## src/core/mig_pkg.sv

```systemverilog
// constants, field layout and state types of the multi-input logic gate
// assumes a 32-bit AXI4-Lite register bus and one 50 MHz clock
package mig_pkg;

  // ----------------------------------------
  // register byte offsets
  // ----------------------------------------
  localparam logic [7:0] OFF_CTRL = 8'h00;
  localparam logic [7:0] OFF_CONFIG = 8'h04;
  localparam logic [7:0] OFF_SWIN = 8'h08;
  localparam logic [7:0] OFF_STATUS = 8'h0c;
  localparam logic [7:0] OFF_INPUTS = 8'h10;

  // ----------------------------------------
  // field positions
  // ----------------------------------------
  localparam int CTRL_EN_BIT = 0;
  localparam int CTRL_SRC_BIT = 1;
  localparam int CTRL_CLR_BIT = 2;
  localparam int CFG_SEL_LSB = 0;
  localparam int CFG_SEL_W = 8;
  localparam int CFG_CNT_LSB = 8;
  localparam int CFG_CNT_W = 4;
  localparam int ST_RESULT_BIT = 0;
  localparam int ST_ECHO_BIT = 1;
  localparam int ST_CNT_BAD_BIT = 2;
  localparam int ST_SEL_BAD_BIT = 3;

  // ----------------------------------------
  // reset values
  // ----------------------------------------
  localparam logic [31:0] CTRL_RESET = 32'h0000_0000;
  localparam logic [31:0] CONFIG_RESET = 32'h0000_0200;
  localparam logic [31:0] SWIN_RESET = 32'h0000_0000;

  // ----------------------------------------
  // function codes and input limits
  // ----------------------------------------
  localparam logic [7:0] FN_AND = 8'h00;
  localparam logic [7:0] FN_OR = 8'h01;
  localparam logic [7:0] FN_XOR = 8'h02;
  localparam logic [7:0] FN_NAND = 8'h03;
  localparam logic [7:0] FN_NOR = 8'h04;
  localparam logic [7:0] FN_NXOR = 8'h05;
  localparam int NUM_INPUTS = 14;
  localparam logic [3:0] IN_MIN = 4'h2;
  localparam logic [3:0] IN_MAX = 4'he;

  // ----------------------------------------
  // bus responses and state machines
  // ----------------------------------------
  localparam logic [1:0] RESP_OKAY = 2'h0;
  localparam logic [1:0] RESP_SLVERR = 2'h2;

  typedef enum logic [1:0] {
    WR_IDLE = 2'b01,
    WR_RESP = 2'b10
  } mig_wr_state_t;

  typedef enum logic [1:0] {
    RD_IDLE = 2'b01,
    RD_DATA = 2'b10
  } mig_rd_state_t;

endpackage : mig_pkg

```

## src/core/mig_eval.sv

```systemverilog
// combinational evaluator: selected boolean function over the active inputs
// assumes the caller registers its outputs
`timescale 1ns/100ps
module mig_eval #(
  parameter int N = 14,
  parameter int SEL_W = 8,
  parameter int CNT_W = 4
) (
  // operands
  input wire logic [N-1:0] bits,
  input wire logic [CNT_W-1:0] count,
  // configuration
  input wire logic [SEL_W-1:0] sel,
  input wire logic enable,
  // results
  output logic next_result,
  output logic next_echo
);

  // ----------------------------------------
  // helpers
  // ----------------------------------------
  function automatic logic [N-1:0] active_mask(input logic [CNT_W-1:0] cnt);
    logic [N-1:0] m;
    m = '0;
    for (int i = 0; i < N; i++) begin
      m[i] = (i < int'(cnt));
    end
    return m;
  endfunction : active_mask

  logic [N-1:0] mask;
  logic and_all;
  logic or_any;
  logic parity;
  logic sel_ok;

  // ----------------------------------------
  // reductions
  // ----------------------------------------
  // RULE14 unused inputs masked
  assign mask = active_mask(count);
  // RULE3 RULE10 reduce across bits
  assign and_all = &(bits | ~mask);
  assign or_any = |(bits & mask);
  assign parity = ^(bits & mask);
  assign sel_ok = (sel <= SEL_W'(mig_pkg::FN_NXOR));

  // ----------------------------------------
  // function select
  // ----------------------------------------
  // RULE1 six operations
  always_comb begin
    next_result = 1'b0;
    unique case (sel)
      // RULE4 and
      SEL_W'(mig_pkg::FN_AND): next_result = and_all;
      // RULE5 or
      SEL_W'(mig_pkg::FN_OR): next_result = or_any;
      // RULE6 xor as parity
      SEL_W'(mig_pkg::FN_XOR): next_result = parity;
      // RULE7 inverted and
      SEL_W'(mig_pkg::FN_NAND): next_result = ~and_all;
      // RULE8 inverted or
      SEL_W'(mig_pkg::FN_NOR): next_result = ~or_any;
      // RULE9 inverted xor
      SEL_W'(mig_pkg::FN_NXOR): next_result = ~parity;
      // RULE12 illegal selector zero
      default: next_result = 1'b0;
    endcase
    // RULE11 disabled forces zero
    if (!enable) begin
      next_result = 1'b0;
    end
  end

  // RULE13 echo follows enable
  assign next_echo = enable & sel_ok;

endmodule : mig_eval

```

## src/core/mig_core.sv

```systemverilog
// multi_input_logic_gate: AXI4-Lite slave, configuration registers and
// registered gate outputs
// assumes logic_input comes from logic on the same clock
//
// Behaviour
// RULE1: six selectable operations: and, nand, or, nor, xor, nxor.
// RULE2: software keeps input count between two and fourteen.
// RULE3: each active input is one bit; result is a single bit.
// RULE4: selector 0 gives and of active inputs.
// RULE5: selector 1 gives or of active inputs.
// RULE6: selector 2 gives exclusive or of active inputs.
// RULE7: selector 3 gives inverted and.
// RULE8: selector 4 gives inverted or.
// RULE9: selector 5 gives inverted exclusive or.
// RULE10: operations extend to fourteen inputs; xor is odd parity.
// RULE11: enable low holds result at zero.
// RULE12: selector above five forces result and echo to zero.
// RULE13: echo follows enable for selector zero to five, else zero.
// RULE14: inputs above the configured count never affect the result.
// RULE15: outputs registered each cycle; synchronous clear zeroes both.
//
// The register offsets and the AXI4-Lite interface to the registers were left to the implementer.
`timescale 1ns/100ps
module mig_core #(
  parameter int ADDR_W = 8,
  parameter int N = mig_pkg::NUM_INPUTS
) (
  // clock and reset
  input wire logic clk,
  input wire logic rst,
  // axi4-lite write address
  input wire logic [ADDR_W-1:0] s_axi_awaddr,
  input wire logic s_axi_awvalid,
  output logic s_axi_awready,
  // axi4-lite write data
  input wire logic [31:0] s_axi_wdata,
  input wire logic [3:0] s_axi_wstrb,
  input wire logic s_axi_wvalid,
  output logic s_axi_wready,
  // axi4-lite write response
  output logic [1:0] s_axi_bresp,
  output logic s_axi_bvalid,
  input wire logic s_axi_bready,
  // axi4-lite read address
  input wire logic [ADDR_W-1:0] s_axi_araddr,
  input wire logic s_axi_arvalid,
  output logic s_axi_arready,
  // axi4-lite read data
  output logic [31:0] s_axi_rdata,
  output logic [1:0] s_axi_rresp,
  output logic s_axi_rvalid,
  input wire logic s_axi_rready,
  // gate inputs
  input wire logic [N-1:0] logic_input,
  // gate outputs
  output logic result,
  output logic enable_echo
);

  // ----------------------------------------
  // helpers
  // ----------------------------------------
  // one-hot register select, order ctrl, config, swin, status, inputs
  function automatic logic [4:0] reg_hit(input logic [ADDR_W-1:0] a);
    logic [7:0] w;
    w = {a[7:2], 2'b00};
    reg_hit = '0;
    reg_hit[0] = (w == mig_pkg::OFF_CTRL);
    reg_hit[1] = (w == mig_pkg::OFF_CONFIG);
    reg_hit[2] = (w == mig_pkg::OFF_SWIN);
    reg_hit[3] = (w == mig_pkg::OFF_STATUS);
    reg_hit[4] = (w == mig_pkg::OFF_INPUTS);
    if (ADDR_W > 8) begin
      if (|(a >> 8)) begin
        reg_hit = '0;
      end
    end
  endfunction : reg_hit

  // byte-lane merge of a write into a stored word
  function automatic logic [31:0] merge(
    input logic [31:0] old,
    input logic [31:0] data,
    input logic [3:0] strb
  );
    logic [31:0] m;
    m = old;
    for (int b = 0; b < 4; b++) begin
      if (strb[b]) begin
        m[b*8 +: 8] = data[b*8 +: 8];
      end
    end
    return m;
  endfunction : merge

  // ----------------------------------------
  // declarations
  // ----------------------------------------
  mig_pkg::mig_wr_state_t wr_state;
  mig_pkg::mig_rd_state_t rd_state;
  logic aw_held;
  logic w_held;
  logic [ADDR_W-1:0] aw_addr;
  logic [31:0] w_data;
  logic [3:0] w_strb;
  logic wr_commit;
  logic [4:0] wr_hit;
  logic [4:0] rd_hit;
  logic [31:0] ctrl;
  logic [31:0] config_word;
  logic [31:0] swin;
  logic clr_pulse;
  logic [31:0] next_ctrl;
  logic [N-1:0] applied;
  logic [mig_pkg::CFG_SEL_W-1:0] sel;
  logic [mig_pkg::CFG_CNT_W-1:0] count;
  logic gate_enable;
  logic next_result;
  logic next_echo;
  logic count_bad;
  logic sel_bad;
  logic [31:0] status_word;
  logic [31:0] rd_word;

  // ----------------------------------------
  // configuration fields
  // ----------------------------------------
  assign sel = config_word[mig_pkg::CFG_SEL_LSB +: mig_pkg::CFG_SEL_W];
  assign count = config_word[mig_pkg::CFG_CNT_LSB +: mig_pkg::CFG_CNT_W];
  assign gate_enable = ctrl[mig_pkg::CTRL_EN_BIT];
  // software inputs let a test drive the gate without the port
  assign applied = ctrl[mig_pkg::CTRL_SRC_BIT] ? swin[N-1:0] : logic_input;
  // RULE2 count kept in range by software; only flagged here
  assign count_bad = (count < mig_pkg::IN_MIN) || (count > mig_pkg::IN_MAX);
  assign sel_bad = (sel > mig_pkg::FN_NXOR);

  // ----------------------------------------
  // evaluator
  // ----------------------------------------
  mig_eval #(
    .N(N),
    .SEL_W(mig_pkg::CFG_SEL_W),
    .CNT_W(mig_pkg::CFG_CNT_W)
  ) u_eval (
    .bits(applied),
    .count(count),
    .sel(sel),
    .enable(gate_enable),
    .next_result(next_result),
    .next_echo(next_echo)
  );

  // ----------------------------------------
  // registered outputs
  // ----------------------------------------
  // RULE15 result registered, cleared synchronously
  always_ff @(posedge clk or posedge rst) begin
    if (rst) begin
      result <= 1'b0;
    end else if (clr_pulse) begin
      result <= 1'b0;
    end else begin
      result <= next_result;
    end
  end

  // RULE15 echo registered, cleared synchronously
  always_ff @(posedge clk or posedge rst) begin
    if (rst) begin
      enable_echo <= 1'b0;
    end else if (clr_pulse) begin
      enable_echo <= 1'b0;
    end else begin
      enable_echo <= next_echo;
    end
  end

  // ----------------------------------------
  // write channel capture
  // ----------------------------------------
  // address and data are taken in either order and held until both are here
  assign s_axi_awready = (wr_state == mig_pkg::WR_IDLE) && !aw_held;
  assign s_axi_wready = (wr_state == mig_pkg::WR_IDLE) && !w_held;
  assign wr_commit = (wr_state == mig_pkg::WR_IDLE) && aw_held && w_held;
  assign wr_hit = reg_hit(aw_addr);

  always_ff @(posedge clk or posedge rst) begin
    if (rst) begin
      aw_held <= 1'b0;
      aw_addr <= '0;
    end else if (s_axi_awvalid && s_axi_awready) begin
      aw_held <= 1'b1;
      aw_addr <= s_axi_awaddr;
    end else if (wr_commit) begin
      aw_held <= 1'b0;
    end
  end

  always_ff @(posedge clk or posedge rst) begin
    if (rst) begin
      w_held <= 1'b0;
      w_data <= '0;
      w_strb <= '0;
    end else if (s_axi_wvalid && s_axi_wready) begin
      w_held <= 1'b1;
      w_data <= s_axi_wdata;
      w_strb <= s_axi_wstrb;
    end else if (wr_commit) begin
      w_held <= 1'b0;
    end
  end

  // ----------------------------------------
  // write response
  // ----------------------------------------
  // bresp is latched with the state so it stands until bready
  always_ff @(posedge clk or posedge rst) begin
    if (rst) begin
      wr_state <= mig_pkg::WR_IDLE;
      s_axi_bresp <= mig_pkg::RESP_OKAY;
    end else begin
      unique case (wr_state)
        mig_pkg::WR_IDLE: begin
          if (wr_commit) begin
            wr_state <= mig_pkg::WR_RESP;
            s_axi_bresp <= (|wr_hit) ? mig_pkg::RESP_OKAY : mig_pkg::RESP_SLVERR;
          end
        end
        mig_pkg::WR_RESP: begin
          if (s_axi_bready) begin
            wr_state <= mig_pkg::WR_IDLE;
          end
        end
        // an illegal one-hot code falls back to idle rather than locking the bus
        default: begin
          wr_state <= mig_pkg::WR_IDLE;
        end
      endcase
    end
  end

  assign s_axi_bvalid = (wr_state == mig_pkg::WR_RESP);

  // ----------------------------------------
  // writable registers
  // ----------------------------------------
  // the clear bit never stores; it only fires a one-cycle pulse
  always_comb begin
    next_ctrl = merge(ctrl, w_data, w_strb);
    next_ctrl[mig_pkg::CTRL_CLR_BIT] = 1'b0;
  end

  always_ff @(posedge clk or posedge rst) begin
    if (rst) begin
      ctrl <= mig_pkg::CTRL_RESET;
    end else if (wr_commit && wr_hit[0]) begin
      ctrl <= next_ctrl;
    end
  end

  // RULE15 software clear pulse
  always_ff @(posedge clk or posedge rst) begin
    if (rst) begin
      clr_pulse <= 1'b0;
    end else begin
      clr_pulse <= wr_commit && wr_hit[0] && w_strb[0] && w_data[mig_pkg::CTRL_CLR_BIT];
    end
  end

  always_ff @(posedge clk or posedge rst) begin
    if (rst) begin
      config_word <= mig_pkg::CONFIG_RESET;
    end else if (wr_commit && wr_hit[1]) begin
      config_word <= merge(config_word, w_data, w_strb);
    end
  end

  always_ff @(posedge clk or posedge rst) begin
    if (rst) begin
      swin <= mig_pkg::SWIN_RESET;
    end else if (wr_commit && wr_hit[2]) begin
      swin <= merge(swin, w_data, w_strb);
    end
  end

  // ----------------------------------------
  // read side
  // ----------------------------------------
  // decode uses the live address; arready is high only in idle
  assign rd_hit = reg_hit(s_axi_araddr);

  // status is live, so a read shows the outputs of the cycle the address is taken
  always_comb begin
    status_word = '0;
    status_word[mig_pkg::ST_RESULT_BIT] = result;
    status_word[mig_pkg::ST_ECHO_BIT] = enable_echo;
    status_word[mig_pkg::ST_CNT_BAD_BIT] = count_bad;
    status_word[mig_pkg::ST_SEL_BAD_BIT] = sel_bad;
  end

  // unused bits of config, swin and inputs read back as zero; ctrl reads back as stored
  always_comb begin
    rd_word = '0;
    unique case (1'b1)
      rd_hit[0]: rd_word = ctrl;
      rd_hit[1]: rd_word = {{(32 - mig_pkg::CFG_CNT_LSB - mig_pkg::CFG_CNT_W){1'b0}},
                            config_word[mig_pkg::CFG_CNT_LSB + mig_pkg::CFG_CNT_W - 1:0]};
      rd_hit[2]: rd_word = {{(32 - N){1'b0}}, swin[N-1:0]};
      rd_hit[3]: rd_word = status_word;
      rd_hit[4]: rd_word = {{(32 - N){1'b0}}, applied};
      default: rd_word = '0;
    endcase
  end

  assign s_axi_arready = (rd_state == mig_pkg::RD_IDLE);
  assign s_axi_rvalid = (rd_state == mig_pkg::RD_DATA);

  // read data are latched at the address handshake so they stand until rready
  always_ff @(posedge clk or posedge rst) begin
    if (rst) begin
      rd_state <= mig_pkg::RD_IDLE;
      s_axi_rdata <= '0;
      s_axi_rresp <= mig_pkg::RESP_OKAY;
    end else begin
      unique case (rd_state)
        mig_pkg::RD_IDLE: begin
          if (s_axi_arvalid) begin
            rd_state <= mig_pkg::RD_DATA;
            s_axi_rdata <= rd_word;
            s_axi_rresp <= (|rd_hit) ? mig_pkg::RESP_OKAY : mig_pkg::RESP_SLVERR;
          end
        end
        mig_pkg::RD_DATA: begin
          if (s_axi_rready) begin
            rd_state <= mig_pkg::RD_IDLE;
          end
        end
        // an illegal one-hot code falls back to idle rather than locking the bus
        default: begin
          rd_state <= mig_pkg::RD_IDLE;
        end
      endcase
    end
  end

endmodule : mig_core

```

## config.mk

```make
export PLATFORM = sky130hd
export DESIGN_NAME = mig_core
export DESIGN_NICKNAME = d
export VERILOG_FILES = /design/src/core/mig_pkg.sv /design/src/core/mig_eval.sv /design/src/core/mig_core.sv
export SDC_FILE = /design/constraint.sdc
export NUM_CORES = 1
export LEC_CHECK = 0
export ABC_CLOCK_PERIOD_IN_PS = 4350
export BUFFER_PORTS_ARGS = -buffer_cell sky130_fd_sc_hd__buf_4
export CORE_UTILIZATION = 50
export CTS_CLUSTER_DIAMETER = 80
export CTS_CLUSTER_SIZE = 30
export DETAILED_ROUTE_END_ITERATION = 8
export GPL_TIMING_DRIVEN = 0
export PLACE_DENSITY = 0.78
export SLEW_MARGIN = 30
export SYNTH_ARGS = -nofsm -noshare
export SYNTH_HDL_FRONTEND = slang
export SYNTH_HIERARCHICAL = 1
export SYNTH_SLANG_ARGS = --single-unit
export TNS_END_PERCENT = 30
```

## constraint.sdc

```tcl
create_clock -name clk -period 4.35 [get_ports clk]
set_input_delay 0.2175 -clock clk [delete_from_list [all_inputs] [get_ports clk]]
set_output_delay 0.2175 -clock clk [all_outputs]
set_load 0.005 [all_outputs]
```

**After elaboration in Yosys (flattened, before gate mapping)**

Index checks and enable logic that the tools add are counted.

- Flip-flop bits (word level): 146
- Logic and storage cells: 120

- Bitwise logic cells: 7
- Equality and inequality tests: 21
- Order comparisons: 18
- Reduce and logical (&&, ||, !) cells: 36
- Muxes and demuxes: 17

Operator list:

| cell | count |
|---|---|
| $pmux W32 S5 | 1 |
| $eq A6 B2 Y1 const B | 4 |
| $lt A4 B4 Y1 const A | 6 |
| $reduce_and A2 Y1 | 12 |
| $eq A8 B2 Y1 const B | 2 |
| $eq A8 B3 Y1 const B | 2 |
| $lt A3 B4 Y1 const A | 4 |
| $and A14 B14 Y14 | 1 |
| $mux W14 | 1 |
| $not A14 Y14 | 1 |
| $or A14 B14 Y14 | 1 |
| $reduce_and A14 Y1 | 1 |
| $reduce_or A14 Y1 | 1 |
| $reduce_xor A14 Y1 | 1 |
| $eq A6 B1 Y1 const B | 2 |
| $eq A6 B3 Y1 const B | 2 |
| $logic_not A6 Y1 | 2 |
| $mux W2 | 6 |
| $logic_and A1 B1 Y1 | 11 |
| $reduce_or A5 Y1 | 2 |
| $eq A8 B1 Y1 const B | 1 |
| $gt A8 B3 Y1 const B | 1 |
| $le A8 B3 Y1 const B | 1 |
| $logic_not A8 Y1 | 1 |
| 16 further kinds | 32 |

**Longest topological paths before layout**

- Word-level depth: 8
- Gate-level depth with buffers: 12
- Depth with buffers taken out: 11

**Modules after synthesis**

The synthesis kept the hierarchy.

Modules (own cells, without submodules):

| module | cells each | sequential area each (um^2) | area each (um^2) | times used |
|---|---|---|---|---|
| mig_core | 465 | 3557.2 | 6047.0 | 1 |
| mig_eval | 87 | 0.0 | 580.6 | 1 |

**Worst setup path before layout**

No wires, ideal clock.

- Path kind: register to register
- Start: register ctrl[1]
- End: register result
- Setup slack: 1592 ps
- Data arrival time: 2640 ps
- Period minus slack after synthesis: 2758 ps
- Stages on the path, launching flop included: 13
- Library setup time: 118 ps
- Cell sequence: dfrtp_1 clkbuf_1 buf_2 mux2_2 o311ai_0 ha_1 xnor2_1 xnor2_1 xnor2_1 mux2i_1 a21oi_1 a211o_1 nor2b_1

- Word-level cells in the longest chain between the ends: 7

RTL lines:

| what | RTL line | source |
|---|---|---|
| from (decl) | mig_core.sv:109 | `logic [31:0] ctrl;` |
| from (signal assigned) | mig_core.sv:255 | `ctrl <= mig_pkg::CTRL_RESET;` |
| from (signal assigned) | mig_core.sv:257 | `ctrl <= next_ctrl;` |
| $mux W14 (*) | mig_core.sv:132 | `assign applied = ctrl[mig_pkg::CTRL_SRC_BIT] ? swin[N-1:0] : logic_input;` |
| net applied[8] | mig_core.sv:114 | `logic [N-1:0] applied;` |
| $and A14 B14 Y14 / $or A14 B14 Y14 (equally long branches) | mig_eval.sv:45, mig_eval.sv:46, mig_eval.sv:44 |  |
| $reduce_xor A14 Y1 (tied with other cells) | mig_eval.sv:46 | `assign parity = ^(bits & mask);` |
| $not A1 Y1, on equally long branches | mig_eval.sv:67, mig_eval.sv:63, mig_eval.sv:65 |  |
| $pmux W1 S6 (*) | mig_eval.sv:55 | `unique case (sel)` |
| $mux W1 (*) | mig_eval.sv:72 | `if (!enable) begin` |
| net next_result | mig_core.sv:118 | `logic next_result;` |
| $mux W1 (*) | mig_core.sv:160 | `end else if (clr_pulse) begin` |
| to (signal assigned) | mig_core.sv:163 | `result <= next_result;` |
| to (decl) | mig_core.sv:56 | `output logic result,` |

Mark *: on every way through the listed nets, which the timed path passes. The rest lies on a longest branch.
A chain may end at the register's enable or synchronous reset.

**Worst setup path after layout**

Same ends and word-level chain as after synthesis.

==> qor.csv <==
stage,metric,value,unit
run_status,status,"complete, no violations",
routing,detail-route-antenna-nets,0,
floorplanning,start_util,51.9,%
clock_tree,postCtsSetupBuffers,0,
logic_synthesis,syn_area,0.00663,mm²
final_layout,fin_nets,761,
critical_path,crit_path_start_kind,flip-flop,
global_route,grt_pass1_vias,5053,
final_layout,final_cell_count_no_fill,865,
routing,wirelength,17100,µm
logic_synthesis,seq_area_frac_synth,53.7,%
global_route,antenna_found_initial,0,
routing,vias,4962,
timing,hold_viol,0,
routing,wl_per_cell,19.8,µm
power_and_ir_drop,powerDensity,631,mW/mm²
timing,fmax,312,MHz
clock_tree,clock-root-buffer,clkbuf_16,
logic_synthesis,yosysTopAreaCell,dfrtp_1,
critical_path,arrival,3.52,ns
routing,drc,0,
global_route,grt_pass1_wl,26700,µm
timing,setup_viol,0,
placed_design,dp.cells,833,
global_route,grt_start_max_net_pins,96,
clock_tree,cts_buffers,17,
run,maxCapViolations,0,
logic_synthesis,synthFlopType,dfrtp_1,
clock_tree,cts.sinks,142,
critical_path,slowest_stage,mux2_2,
routing,drtIter0Drc,252,
power_and_ir_drop,power_frac_seq,41.8,%
timing,setup_slack,1.14,ns
logic_synthesis,ys_ff_latch,142,
timing,period_minus_slack,3.21,ns
power_and_ir_drop,fin_total_pwr,5.27,mW
critical_path,crit_chain,"clkbuf_1, buf_2, mux2_2, o311ai_0, ha_1, xnor2_1, xnor2_1, xnor2_1, mux2i_1, a21oi_1, a211o_1, nor2b_1",
timing,clock-skew-final,0.00549,ns
timing,rsz0062_at_grt,no,
critical_path,required,4.66,ns
power_and_ir_drop,irDropWorstVdd,0.382,mV
timing,finalSetupTns,0,ns
global_route,overflow,0,
routing,first_pass_iters,7,
critical_path,critical-path-max-stage-delay,0.41,ns
routing,via_per_inst,5.74,
clock_tree,cts_repair_resize_count,0,
placed_design,place_area,0.00768,mm²
final_layout,antenna_cells,0,
timing,tightest_slew,0.798,ns
power_and_ir_drop,p_int,3.65,mW
power_and_ir_drop,power_frac_comb,27.4,%
final_layout,fin_area,0.00836,mm²
logic_synthesis,netlist.area_leader.share,52.5,%
final_layout,num-fill-cells,970,
final_layout,fin_util,65.4,%
critical_path,r2r_slack,1.14,ns
timing,hold_slack,0.0255,ns
critical_path,cpMostUsedCell,xnor2_1,
power_and_ir_drop,p_switching,1.62,mW
placed_design,globalplace.congestion,0.902,
clock_tree,clkLatencyLatePin,0.42,ns
floorplanning,dieArea,0.0137,mm²
timing,timing.final.crit_share,73.8,%
logic_synthesis,synthTopCellsByArea,"dfrtp_1 52%, mux2_2 19%, nand2_1 3.5%",
power_and_ir_drop,p_leak,4.02,nW
timing,slew_headroom,46.3,%
logic_synthesis,yosys_warnings,6,
floorplanning,pin_count,116,
clock_tree,cts_tree,yes,
floorplanning,die_y,117,µm
power_and_ir_drop,clkPwrFrac,30.8,%
logic_synthesis,synth-edff-count,0,
logic_synthesis,synthCells,552,
logic_synthesis,syn_area_per_cell,12.0,µm²
critical_path,criticalPathCategory,reg -> reg,
logic_synthesis,synthTopCellsByCount,"139 x dfrtp_1, 114 x mux2_2, 62 x nand2_1",
critical_path,path_max_fanout,10,
worst_hold_path,hold_class,in -> reg,
final_layout,final_layout_size_suffix_gt1_share,42.0,%
logic_synthesis,yosysMostFrequentCell,dfrtp_1,
logic_synthesis,async_flop_share,100,%
power_and_ir_drop,p_sw_share,30.7,%
placed_design,dp_slack,1.14,ns
logic_synthesis,synth_cell_types,63,
clock_tree,cts.path.max_buffers,2,
floorplanning,dieWidth,117,µm
clock_tree,clkSlewWorstSetupHoldPaths,0.06,ns
floorplanning,row_count,41,
clock_tree,hold_buffers,1,
final_layout,syn2layout_area_growth,26.1,%
placed_design,hpwl,12200,µm
global_route,grt_use_total,26.7,%
placed_design,portBuffers,107,
timing,slew_viol_final,0,
critical_path,endpoint_kind,flip-flop,
floorplanning,core,0.0128,mm²
clock_tree,h-tree-depth,4,
==> cells in the final DEF, fill, tap and decap left out, drive strengths merged, types with 4 or more instances in the layout <==
cell type	instances
a31oi	4
nand3	30
nor3	6
nor2b	9
inv	14
buf	126
a21oi	8
a22oi	5
ha	7
dfrtp	139
nand4	4
and3	11
nand2b	6
nor2	15
clkbuf	32
a32oi	11
mux2	114
and2	5
nand2	62
bufinv	6
xnor2	5
o21ai	20
==> flip-flops by register name, summed over array words and instances (netlist names), 2 cells and up <==
| signal | cells |
|---|---|
| w_data | 32 |
| aw_addr | 6 |
| rd_state | 2 |
| config_word | 12 |
| s_axi_rdata | 32 |
| ctrl | 31 |
| swin | 14 |
| wr_state | 2 |
| w_strb | 4 |
==> cell families (layout without fill, tap and decap cells) <==
family	count (synthesis)	after routing	share of synthesized area [%]
DFF	142	142	53.7
muxes	116	116	19.7
xor gates and xnor gates	6	6	0.793
other	1	2	0.0566
adders and majority gates	8	8	1.49
buffers and inverters	44	184	3.28
and+or+nand+nor	159	159	12.7
AOI/OAI and AO/OA	76	76	8.29
==> path summary, 6_finish.rpt <==
check                             start     endpoint  cells past startpoint
setup / recovery                ctrl[1]       result                     12
hold / removal             s_axi_bready  wr_state[1]                      2
setup reg to reg                ctrl[1]       result                     12
hold reg to reg               clr_pulse  enable_echo                      1
max in group asynchronous           rst  wr_state[0]                      4
min in group asynchronous           rst    w_data[8]                      3
==> per-layer routing <==
layer | up-vias | GRT usage [%] | share of wire (%) | wire length, µm
met4 | 0 | 11.1 | 2.6 | 452
met3 | 36 | 7.57 | 6.6 | 1140
met2 | 185 | 44.8 | 50 | 8600
li1 | 2248 | - | - | -
met1 | 2493 | 32.5 | 41 | 6950
met5 | - | 0 | 0 | 0
==> final cells by class <==
cell class	count	area, µm²	share of cell area (%)
tap	172	215	2.58
inverter	14	60.1	0.719
multi-input combinational	367	2860	34.2
clock inverter	11	214	2.56
clock buffer	20	447	5.35
buffer	30	165	1.98
sequential	142	3560	42.6
timing repair buffer	109	841	10.1
==> power groups by stage <==
stage | clock network, mW | logic [mW] | registers (mW)
detailed placement | 0 | 1.44 | 2.20
floorplan | 0 | 1.06 | 2.06
global route | 1.69 | 1.59 | 2.26
CTS | 1.64 | 1.46 | 2.19
finish | 1.63 | 1.44 | 2.20
global placement | 0 | 1.38 | 2.16
==> worst max-delay path: cells and delay by family, from the launching register on <==
kind                     cells  cell delay, ns
multiplexers                 2            0.62
buffers and inverters        2            0.67
AND/OR/NAND/NOR              1            0.13
flip-flops                   1            0.32
adder cells (fa/ha/maj)      1            0.31
XOR/XNOR                     3            0.58
AO/OA/AOI/OAI                3            0.47
Note: power is estimated with default switching activity, not from simulation.
